$ cat src/inc/mac_pkg.sv
// Constants, register map and carriers of the multiply-accumulate unit.
// Assumes a byte-wide register bus that is synchronous to the system clock.
package mac_pkg;
  localparam int ACC_W = 40;
  localparam int RND_W = 16;
  localparam logic [7:0] ADDR_A_LO = 8'ha4;
  localparam logic [7:0] ADDR_A_HI = 8'ha5;
  localparam logic [7:0] ADDR_STA = 8'hcf;
  localparam logic [7:0] ADDR_CFG = 8'hd7;
  localparam logic [7:0] ADDR_B_HI = 8'hf2;
  localparam logic [7:0] ADDR_B_LO = 8'hf3;
  localparam logic [7:0] ADDR_RND_HI = 8'hcd;
  localparam logic [7:0] ADDR_RND_LO = 8'hce;
  // Accumulator bytes, index 0 is bits 7..0, index 4 is bits 39..32
  localparam logic [4:0][7:0] ADDR_ACC = {8'h97, 8'h96, 8'h95, 8'h94, 8'h93};
  localparam logic [7:0] CFG_RESET = 8'h00;
  localparam logic [7:0] CFG_WMASK = 8'h3f;
  localparam logic [7:0] STA_RESET = 8'h04;
  localparam logic [7:0] STA_WMASK = 8'h0f;
  localparam logic [7:0] BYTE_RESET = 8'h00;
  localparam logic [7:0] TOP_POS_EDGE = 8'h7f;
  localparam logic [7:0] TOP_NEG_EDGE = 8'h80;
  localparam logic [15:0] RND_HALF = 16'h8000;
  localparam logic [15:0] SAT_POS = 16'h7fff;
  localparam logic [15:0] SAT_NEG = 16'h8000;

  typedef struct packed {
    logic [1:0] unused;
    logic shift_request;
    logic shift_direction;
    logic accumulator_clear;
    logic saturation_enable;
    logic fractional_select;
    logic operation_select;
  } mac_cfg_t;

  typedef struct packed {
    logic [3:0] unused;
    logic hard_overflow_flag;
    logic zero_flag;
    logic soft_overflow_flag;
    logic negative_flag;
  } mac_status_t;

  typedef struct packed {
    logic valid;
    logic [7:0] addr;
    logic [7:0] data;
  } mac_sfr_wr_t;

  // Value no longer fits a signed 32-bit word
  function automatic logic soft_ovf(input logic [ACC_W-1:0] v);
    return (|v[ACC_W-1:31]) && !(&v[ACC_W-1:31]);
  endfunction
endpackage

$ cat src/hw/mac_mult.sv
// Registered signed multiplier, first pipeline stage of the unit.
// Assumes operands stay stable in the cycle that en_in is high.
`timescale 1ns/1ns
module mac_mult #(
  parameter int OPW = 16,
  parameter int PW = 40
) (
  input wire logic clk_in,
  input wire logic rst_in,
  input wire logic ce_in,
  input wire logic en_in,
  input wire logic frac_in,
  input wire logic [OPW-1:0] a_in,
  input wire logic [OPW-1:0] b_in,
  output logic [PW-1:0] product_out
);
  logic signed [2*OPW-1:0] raw;
  logic [PW-1:0] ext;

  assign raw = $signed(a_in) * $signed(b_in);
  assign ext = {{(PW-2*OPW){raw[2*OPW-1]}}, raw};

  always_ff @(posedge clk_in) begin
    if (rst_in) begin
      product_out <= '0;
    end else if (ce_in && en_in) begin
      // Extended before shifting so minus one squared stays positive
      product_out <= frac_in ? {ext[PW-2:0], 1'b0} : ext;
    end
  end
endmodule

$ cat src/hw/mac_round.sv
// Rounding engine: unbiased rounding of the middle word with saturation.
// Assumes the accumulator is steady in the cycle that en_in is high.
`timescale 1ns/1ns
module mac_round (
  input wire logic clk_in,
  input wire logic rst_in,
  input wire logic ce_in,
  input wire logic en_in,
  input wire logic sat_in,
  input wire logic [mac_pkg::ACC_W-1:0] acc_in,
  output logic [mac_pkg::RND_W-1:0] rnd_out
);
  import mac_pkg::*;
  logic [15:0] hi;
  logic [15:0] lo;
  logic up;
  logic ovf;
  logic [15:0] next_rnd;

  assign hi = acc_in[31:16];
  assign lo = acc_in[15:0];

  always_comb begin
    up = (lo > RND_HALF) || ((lo == RND_HALF) && hi[0]);
    ovf = soft_ovf(acc_in) || (up && (hi == SAT_POS));
    if (sat_in && ovf) begin
      next_rnd = acc_in[ACC_W-1] ? SAT_NEG : SAT_POS;
    end else begin
      next_rnd = hi + {15'h0000, up};
    end
  end

  always_ff @(posedge clk_in) begin
    if (rst_in) begin
      rnd_out <= '0;
    end else if (ce_in && en_in) begin
      rnd_out <= next_rnd;
    end
  end
endmodule

$ cat src/hw/mac_unit.sv
// Multiply-accumulate unit top: byte registers, pipeline and status flags.
// Assumes one register bus master on the system clock; reads answer one cycle later.
`timescale 1ns/1ns
module mac_unit (
  input wire logic SYS_CLK_IN,
  input wire logic RST_IN,
  input wire logic CE_IN,
  input wire mac_pkg::mac_sfr_wr_t SFR_WR_IN,
  input wire logic SFR_RD_IN,
  input wire logic [7:0] SFR_RADDR_IN,
  output logic [7:0] SFR_RDATA_OUT
);
  import mac_pkg::*;

  function automatic logic hit(input mac_sfr_wr_t w, input logic [7:0] a);
    return w.valid && (w.addr == a);
  endfunction

  logic [7:0] a_lo;
  logic [7:0] a_hi;
  logic [7:0] b_lo;
  logic [7:0] b_hi;
  mac_cfg_t cfg;
  mac_status_t sta;
  logic [ACC_W-1:0] acc;
  logic [ACC_W-1:0] product;
  logic [ACC_W-1:0] mac_sum;
  logic [ACC_W-1:0] sw_acc;
  logic [RND_W-1:0] rnd;
  logic stage1;
  logic stage2;
  logic stage3;
  logic shift_done;
  logic acc0_done;
  logic round_go;
  logic do_clear;
  logic do_mac;
  logic do_shift;
  logic sw_acc_wr;
  logic top_wrap;
  logic wr_cfg;
  logic wr_sta;
  logic wr_b_lo;

  assign wr_cfg = hit(SFR_WR_IN, ADDR_CFG);
  assign wr_sta = hit(SFR_WR_IN, ADDR_STA);
  assign wr_b_lo = hit(SFR_WR_IN, ADDR_B_LO);

  // Clear beats a finishing operation, which beats a pending shift
  assign do_clear = cfg.accumulator_clear;
  assign do_mac = stage2 && !do_clear;
  assign do_shift = cfg.shift_request && !do_clear && !stage2;
  assign round_go = stage3 || shift_done || acc0_done;

  // Operand bytes
  always_ff @(posedge SYS_CLK_IN) begin
    if (RST_IN) begin
      a_lo <= BYTE_RESET;
      a_hi <= BYTE_RESET;
      b_lo <= BYTE_RESET;
      b_hi <= BYTE_RESET;
    end else if (CE_IN) begin
      if (hit(SFR_WR_IN, ADDR_A_LO)) begin
        a_lo <= SFR_WR_IN.data;
      end
      if (hit(SFR_WR_IN, ADDR_A_HI)) begin
        a_hi <= SFR_WR_IN.data;
      end
      if (wr_b_lo) begin
        b_lo <= SFR_WR_IN.data;
      end
      if (hit(SFR_WR_IN, ADDR_B_HI)) begin
        b_hi <= SFR_WR_IN.data;
      end
    end
  end

  // Pipeline markers: multiply, accumulate, round
  always_ff @(posedge SYS_CLK_IN) begin
    if (RST_IN) begin
      stage1 <= 1'b0;
      stage2 <= 1'b0;
      stage3 <= 1'b0;
      shift_done <= 1'b0;
      acc0_done <= 1'b0;
    end else if (CE_IN) begin
      stage1 <= wr_b_lo;
      stage2 <= stage1;
      stage3 <= do_mac;
      shift_done <= do_shift;
      acc0_done <= hit(SFR_WR_IN, ADDR_ACC[0]);
    end
  end

  mac_mult #(
    .OPW(16),
    .PW(ACC_W)
  ) u_mult (
    .clk_in(SYS_CLK_IN),
    .rst_in(RST_IN),
    .ce_in(CE_IN),
    .en_in(stage1),
    .frac_in(cfg.fractional_select),
    .a_in({a_hi, a_lo}),
    .b_in({b_hi, b_lo}),
    .product_out(product)
  );

  mac_round u_round (
    .clk_in(SYS_CLK_IN),
    .rst_in(RST_IN),
    .ce_in(CE_IN),
    .en_in(round_go),
    .sat_in(cfg.saturation_enable),
    .acc_in(acc),
    .rnd_out(rnd)
  );

  // Multiply only adds the product to zero
  assign mac_sum = cfg.operation_select ? product : acc + product;
  assign top_wrap = ((acc[39:32] == TOP_POS_EDGE) && (mac_sum[39:32] == TOP_NEG_EDGE))
    || ((acc[39:32] == TOP_NEG_EDGE) && (mac_sum[39:32] == TOP_POS_EDGE));

  // Software byte writes merged over the current accumulator
  always_comb begin
    sw_acc = acc;
    sw_acc_wr = 1'b0;
    for (int i = 0; i < 5; i++) begin
      if (hit(SFR_WR_IN, ADDR_ACC[i])) begin
        sw_acc[8*i +: 8] = SFR_WR_IN.data;
        sw_acc_wr = 1'b1;
      end
    end
  end

  // Accumulator
  always_ff @(posedge SYS_CLK_IN) begin
    if (RST_IN) begin
      acc <= '0;
    end else if (CE_IN) begin
      if (do_clear) begin
        acc <= '0;
      end else if (do_mac) begin
        acc <= mac_sum;
      end else if (do_shift) begin
        if (cfg.shift_direction) begin
          acc <= {acc[ACC_W-1], acc[ACC_W-1:1]};
        end else begin
          acc <= {acc[ACC_W-2:0], 1'b0};
        end
      end else if (sw_acc_wr) begin
        acc <= sw_acc;
      end
    end
  end

  // Configuration; a software write in the same cycle wins over self-clear
  always_ff @(posedge SYS_CLK_IN) begin
    if (RST_IN) begin
      cfg <= mac_cfg_t'(CFG_RESET);
    end else if (CE_IN) begin
      if (wr_cfg) begin
        cfg <= mac_cfg_t'(SFR_WR_IN.data & CFG_WMASK);
      end else begin
        if (do_clear) begin
          cfg.accumulator_clear <= 1'b0;
        end
        if (do_shift) begin
          cfg.shift_request <= 1'b0;
        end
      end
    end
  end

  // Status flags; shifts leave them alone
  always_ff @(posedge SYS_CLK_IN) begin
    if (RST_IN) begin
      sta <= mac_status_t'(STA_RESET);
    end else if (CE_IN) begin
      if (do_clear) begin
        sta <= mac_status_t'(STA_RESET);
      end else if (do_mac) begin
        sta.zero_flag <= (mac_sum == '0);
        sta.negative_flag <= mac_sum[ACC_W-1];
        sta.soft_overflow_flag <= soft_ovf(mac_sum);
        if (!cfg.operation_select && top_wrap) begin
          sta.hard_overflow_flag <= 1'b1;
        end else if (wr_sta) begin
          sta.hard_overflow_flag <= SFR_WR_IN.data[3];
        end
      end else if (wr_sta) begin
        sta <= mac_status_t'(SFR_WR_IN.data & STA_WMASK);
      end
    end
  end

  // Registered read port; unmapped addresses read zero
  always_ff @(posedge SYS_CLK_IN) begin
    if (RST_IN) begin
      SFR_RDATA_OUT <= BYTE_RESET;
    end else if (CE_IN && SFR_RD_IN) begin
      case (SFR_RADDR_IN)
        ADDR_A_LO: SFR_RDATA_OUT <= a_lo;
        ADDR_A_HI: SFR_RDATA_OUT <= a_hi;
        ADDR_B_LO: SFR_RDATA_OUT <= b_lo;
        ADDR_B_HI: SFR_RDATA_OUT <= b_hi;
        ADDR_CFG: SFR_RDATA_OUT <= cfg;
        ADDR_STA: SFR_RDATA_OUT <= sta;
        ADDR_ACC[0]: SFR_RDATA_OUT <= acc[7:0];
        ADDR_ACC[1]: SFR_RDATA_OUT <= acc[15:8];
        ADDR_ACC[2]: SFR_RDATA_OUT <= acc[23:16];
        ADDR_ACC[3]: SFR_RDATA_OUT <= acc[31:24];
        ADDR_ACC[4]: SFR_RDATA_OUT <= acc[39:32];
        ADDR_RND_HI: SFR_RDATA_OUT <= rnd[15:8];
        ADDR_RND_LO: SFR_RDATA_OUT <= rnd[7:0];
        default: SFR_RDATA_OUT <= BYTE_RESET;
      endcase
    end
  end

  // Operands widened here so the product check does not reuse the multiplier
  logic [ACC_W-1:0] a_ext;
  logic [ACC_W-1:0] b_ext;
  assign a_ext = {{(ACC_W-16){a_hi[7]}}, a_hi, a_lo};
  assign b_ext = {{(ACC_W-16){b_hi[7]}}, b_hi, b_lo};
endmodule

$ cat config.mk
export PLATFORM = sky130hd
export DESIGN_NAME = mac_unit
export DESIGN_NICKNAME = d
export VERILOG_FILES = /design/src/inc/mac_pkg.sv /design/src/hw/mac_mult.sv /design/src/hw/mac_round.sv /design/src/hw/mac_unit.sv
export SDC_FILE = /design/constraint.sdc
export NUM_CORES = 1
export LEC_CHECK = 0
export BUFFER_PORTS_ARGS = -buffer_cell sky130_fd_sc_hd__buf_2
export CAP_MARGIN = 20
export CORE_AREA = 8 8 209 211
export DETAILED_ROUTE_END_ITERATION = 8
export DIE_AREA = 0 0 217 219
export PLACE_DENSITY_LB_ADDON = 0.08
export REMOVE_ABC_BUFFERS = 1
export SETUP_SLACK_MARGIN = 0.02
export SLEW_MARGIN = 30
export SYNTH_ARGS = -nofsm -noshare
export SYNTH_HDL_FRONTEND = slang
export SYNTH_SLANG_ARGS = --single-unit
export TNS_END_PERCENT = 1
$ cat constraint.sdc
create_clock -name SYS_CLK_IN -period 6.6 [get_ports SYS_CLK_IN]
set_input_delay 0.33 -clock SYS_CLK_IN [delete_from_list [all_inputs] [get_ports SYS_CLK_IN]]
set_output_delay 0.33 -clock SYS_CLK_IN [all_outputs]
set_load 0.02 [all_outputs]
==> impl_metrics.json <==
{
  "reg2reg_depth": 24,
  "cts_sinks": 144,
  "hold_viol_final": 0,
  "wl_met3_mm": 5.35,
  "num_vias": 18838,
  "met2_length_mm": 33.9,
  "globalplace.congestion": 0.994,
  "cts-buffers-inserted": 17,
  "fin_ws_ns": 0.213,
  "port_buffers": 36,
  "grt_first_pass_wirelength_mm": 112,
  "route.detailed.drc": 0,
  "outcome": "completed",
  "timing.critical_path.max_delay_family": "adder cells",
  "tightest_slew_ns": 1.02,
  "synth_ff_type": "dfxtp_1",
  "power_density_mw_per_mm2": 90.1,
  "die_y_um": 219,
  "fmax_mhz": 157,
  "end_kind": "flop",
  "synthTopCellsByCount": "inv_1, fa_1, nor2_1",
  "yosys_register_bits": 144,
  "cp_data_required_time_ns": 6.96,
  "drv_cap": 0,
  "rsz0062_at_grt": "no",
  "worst_path_max_delay_cell": "fa_1",
  "path_max_fanout": 8,
  "synthCells": 2517,
  "htreeDepth": 4,
  "slew_headroom_pct": 31.6,
  "drtPass1Iterations": 9,
  "insertion_delay_ns": 0.46,
  "ant_nets": 0,
  "finalClockSkew_ns": 0.0159,
  "grt_antenna_before_repair": 1,
  "highest_layer": "met5",
  "hold_start": "SFR_WR_IN[4]",
  "ir_drop_mv": 0.140,
  "synth_most_common_cell": "inv_1",
  "crit_path_frequent_cell": "fa_1",
  "drtIter0Drc": 1897,
  "finalWirelength_mm": 72.6,
  "area_delta_synth_final_pct": 11.0,
  "cts-root-buf": "clkbuf_16",
  "grt_pass1_vias": 19130,
  "path_clk_slew_ns": 0.07,
  "total_leakage_power_uw": 0.0106,
  "crit_path_cell_trace": "buf_12 > and2_1 > fa_1 > inv_1 > fa_1 > fa_1 > inv_1 > fa_1 > fa_1 > inv_1 > fa_1 > inv_1 > ha_1 > buf_4 > a211oi_1 > nand2_1 > o32ai_2 > a211o_1 > a21oi_1 > o31a_1 > o21a_2 > nand3b_1 > a31o_2 > a211oi_1",
  "seq_area_frac_synth_pct": 14.0,
  "grt_overflow": 0,
  "r2r_end": "u_mult.product_out[30]",
  "synth_edf_count": 0,
  "fin_crit_ns": 6.39,
  "synth_area_mm2": 0.0206,
  "via_per_inst": 6.04,
  "yosys.area.top_type": "fa_1",
  "synth_cell_type_count": 85,
  "track_usage_pct": 30.5,
  "grt_max_degree": 60,
  "cpPeakStageDelay_ns": 0.57,
  "avgRoutedWirePerCell_um": 23.3,
  "path_class": "flop to flop",
  "finalPower_uw": 2060,
  "arrival_ns": 6.75,
  "rrSetupSlack_ns": 0.21,
  "fillers": 3849,
  "fin_setup_tns_ns": 0,
  "netlist.area_leader.share_pct": 25.5,
  "io_pins": 37,
  "die-width_um": 217,
  "async_flop_share_pct": 0,
  "rows": 74,
  "nets": 2989,
  "tritoncts": "done",
  "fin_util_pct": 56.7,
  "dp_hpwl_mm": 58.3,
  "place_ws_ns": -0.0784,
  "finalSetupViolCount": 0,
  "ys_warn_count": 0,
  "avgSynthCellArea_um2": 8.19,
  "start_kind": "flop",
  "die_area_mm2": 0.0475,
  "initial_core_util_pct": 51.1,
  "met1_length_mm": 30.4,
  "drive_above_1_share_pct": 11.1,
  "clock_path_buffers": 2,
  "critPathBufInv": 6,
  "hold_class": "input pin to flop",
  "r2r_start": "a_hi[3]",
  "core_area_mm2": 0.0404,
  "period_share_pct": 96.8,
  "synth_area_leaders": "fa_1, dfxtp_1, ha_1",
  "min_to": "cfg[4]",
  "insertedDiodeCount": 0,
  "hold_path_depth": 3,
  "drv_slew": 0
}
## where the power goes
group	internal (µW)	leakage [µW]	switching [µW]
Combinational	28.2	0.00915	74.6
Clock	650	0.000303	435
Sequential	870	0.00117	2.80
## registers in the layout (all words and copies together), names as in the netlist
register            count
acc                    40
cfg                     5
stage3                  1
do_clear                1
shift_done              1
u_mult.product_out     33
stage2                  1
a_hi                    8
SFR_RDATA_OUT           8
b_hi                    8
stage1                  1
a_lo                    8
u_round.rnd_out        16
b_lo                    8
sta                     4
acc0_done               1
## area by class of cell
| cell class | instances | area (µm²) | share of cell area [%] |
|---|---|---|---|
| clock buffer | 21 | 460 | 2.01 |
| inverter | 305 | 1140 | 5.00 |
| tap | 532 | 666 | 2.91 |
| clock inverter | 10 | 160 | 0.700 |
| multi-input combinational | 1922 | 16100 | 70.3 |
| timing repair buffer | 184 | 1440 | 6.31 |
| sequential | 144 | 2920 | 12.8 |
## cells by family after synthesis
family	after synthesis	share of synthesized area [%]
mux	108	5.26
flops	144	14.0
compound gates	525	16.7
fa+ha+maj	386	33.0
xor+xnor	71	3.02
buf+inv	451	8.48
simple gates	832	19.6
## routing by layer
layer  GRT usage (%)  vias up
met3            5.84      189
met1            39.5     9287
met5               0        -
met4            11.7        2
li1                -     8600
met2            50.2      760
## worst reg2reg max path: cells and delay by family (launching register included)
| kind | cells | cell delay, ns |
|---|---|---|
| adders and majority gates | 7 | 3.30 |
| buffers and inverters | 6 | 0.56 |
| and+or+nand+nor | 3 | 0.45 |
| DFF | 1 | 0.35 |
| AOI/OAI and AO/OA | 8 | 1.64 |
## stage by stage
stage	instance area [µm²]	instances	hold WS (ns)
finish	22900	3118	0.292
global route	22900	3118	0.285
CTS	22800	3115	0.265
detailed placement	22100	3084	0.448
global placement	22100	3083	0.441
floorplan	20000	2371	0.399
## worst max path at each step
stage	slack, ns	depth (start not counted)	end	start
floorplan	0.33	20	u_mult.product_out[31]	a_hi[7]
global placement	0.04	22	u_mult.product_out[31]	a_hi[5]
detailed placement	-0.08	22	u_mult.product_out[31]	b_lo[4]
CTS	0.002	24	u_mult.product_out[30]	b_lo[3]
global route	0.02	24	u_mult.product_out[30]	a_hi[7]
finish	0.21	24	u_mult.product_out[30]	a_hi[3]
## placed cells by master (no fill, tap or decap), types with 11 or more instances in the layout
cell type	n
a21o_1	30
a21oi_1	161
nor2b_1	19
buf_2	35
and3_1	14
xor2_1	24
nor2_1	235
nand2b_1	19
inv_1	304
fa_1	262
buf_12	11
o21ai_0	76
o21a_1	15
nor3_1	50
dfxtp_1	119
xnor2_1	47
nor4_1	16
a221oi_1	14
nand4_1	21
buf_4	136
ha_1	122
a22oi_1	29
clkbuf_16	17
a211oi_1	73
nand3_1	31
nand2_1	228
dfxtp_2	22
mux2i_1	105
o211ai_1	16
and2_1	132
## repair_timing
action,CTS,global route
hold endpoints to repair,0,0
hold buffers,0,0
setup buffers,0,3
gates resized for setup,9,42
pin swaps,0,8
endpoints found under the setup margin,5,14
No activity file was read; power rests on OpenSTA's default activity.
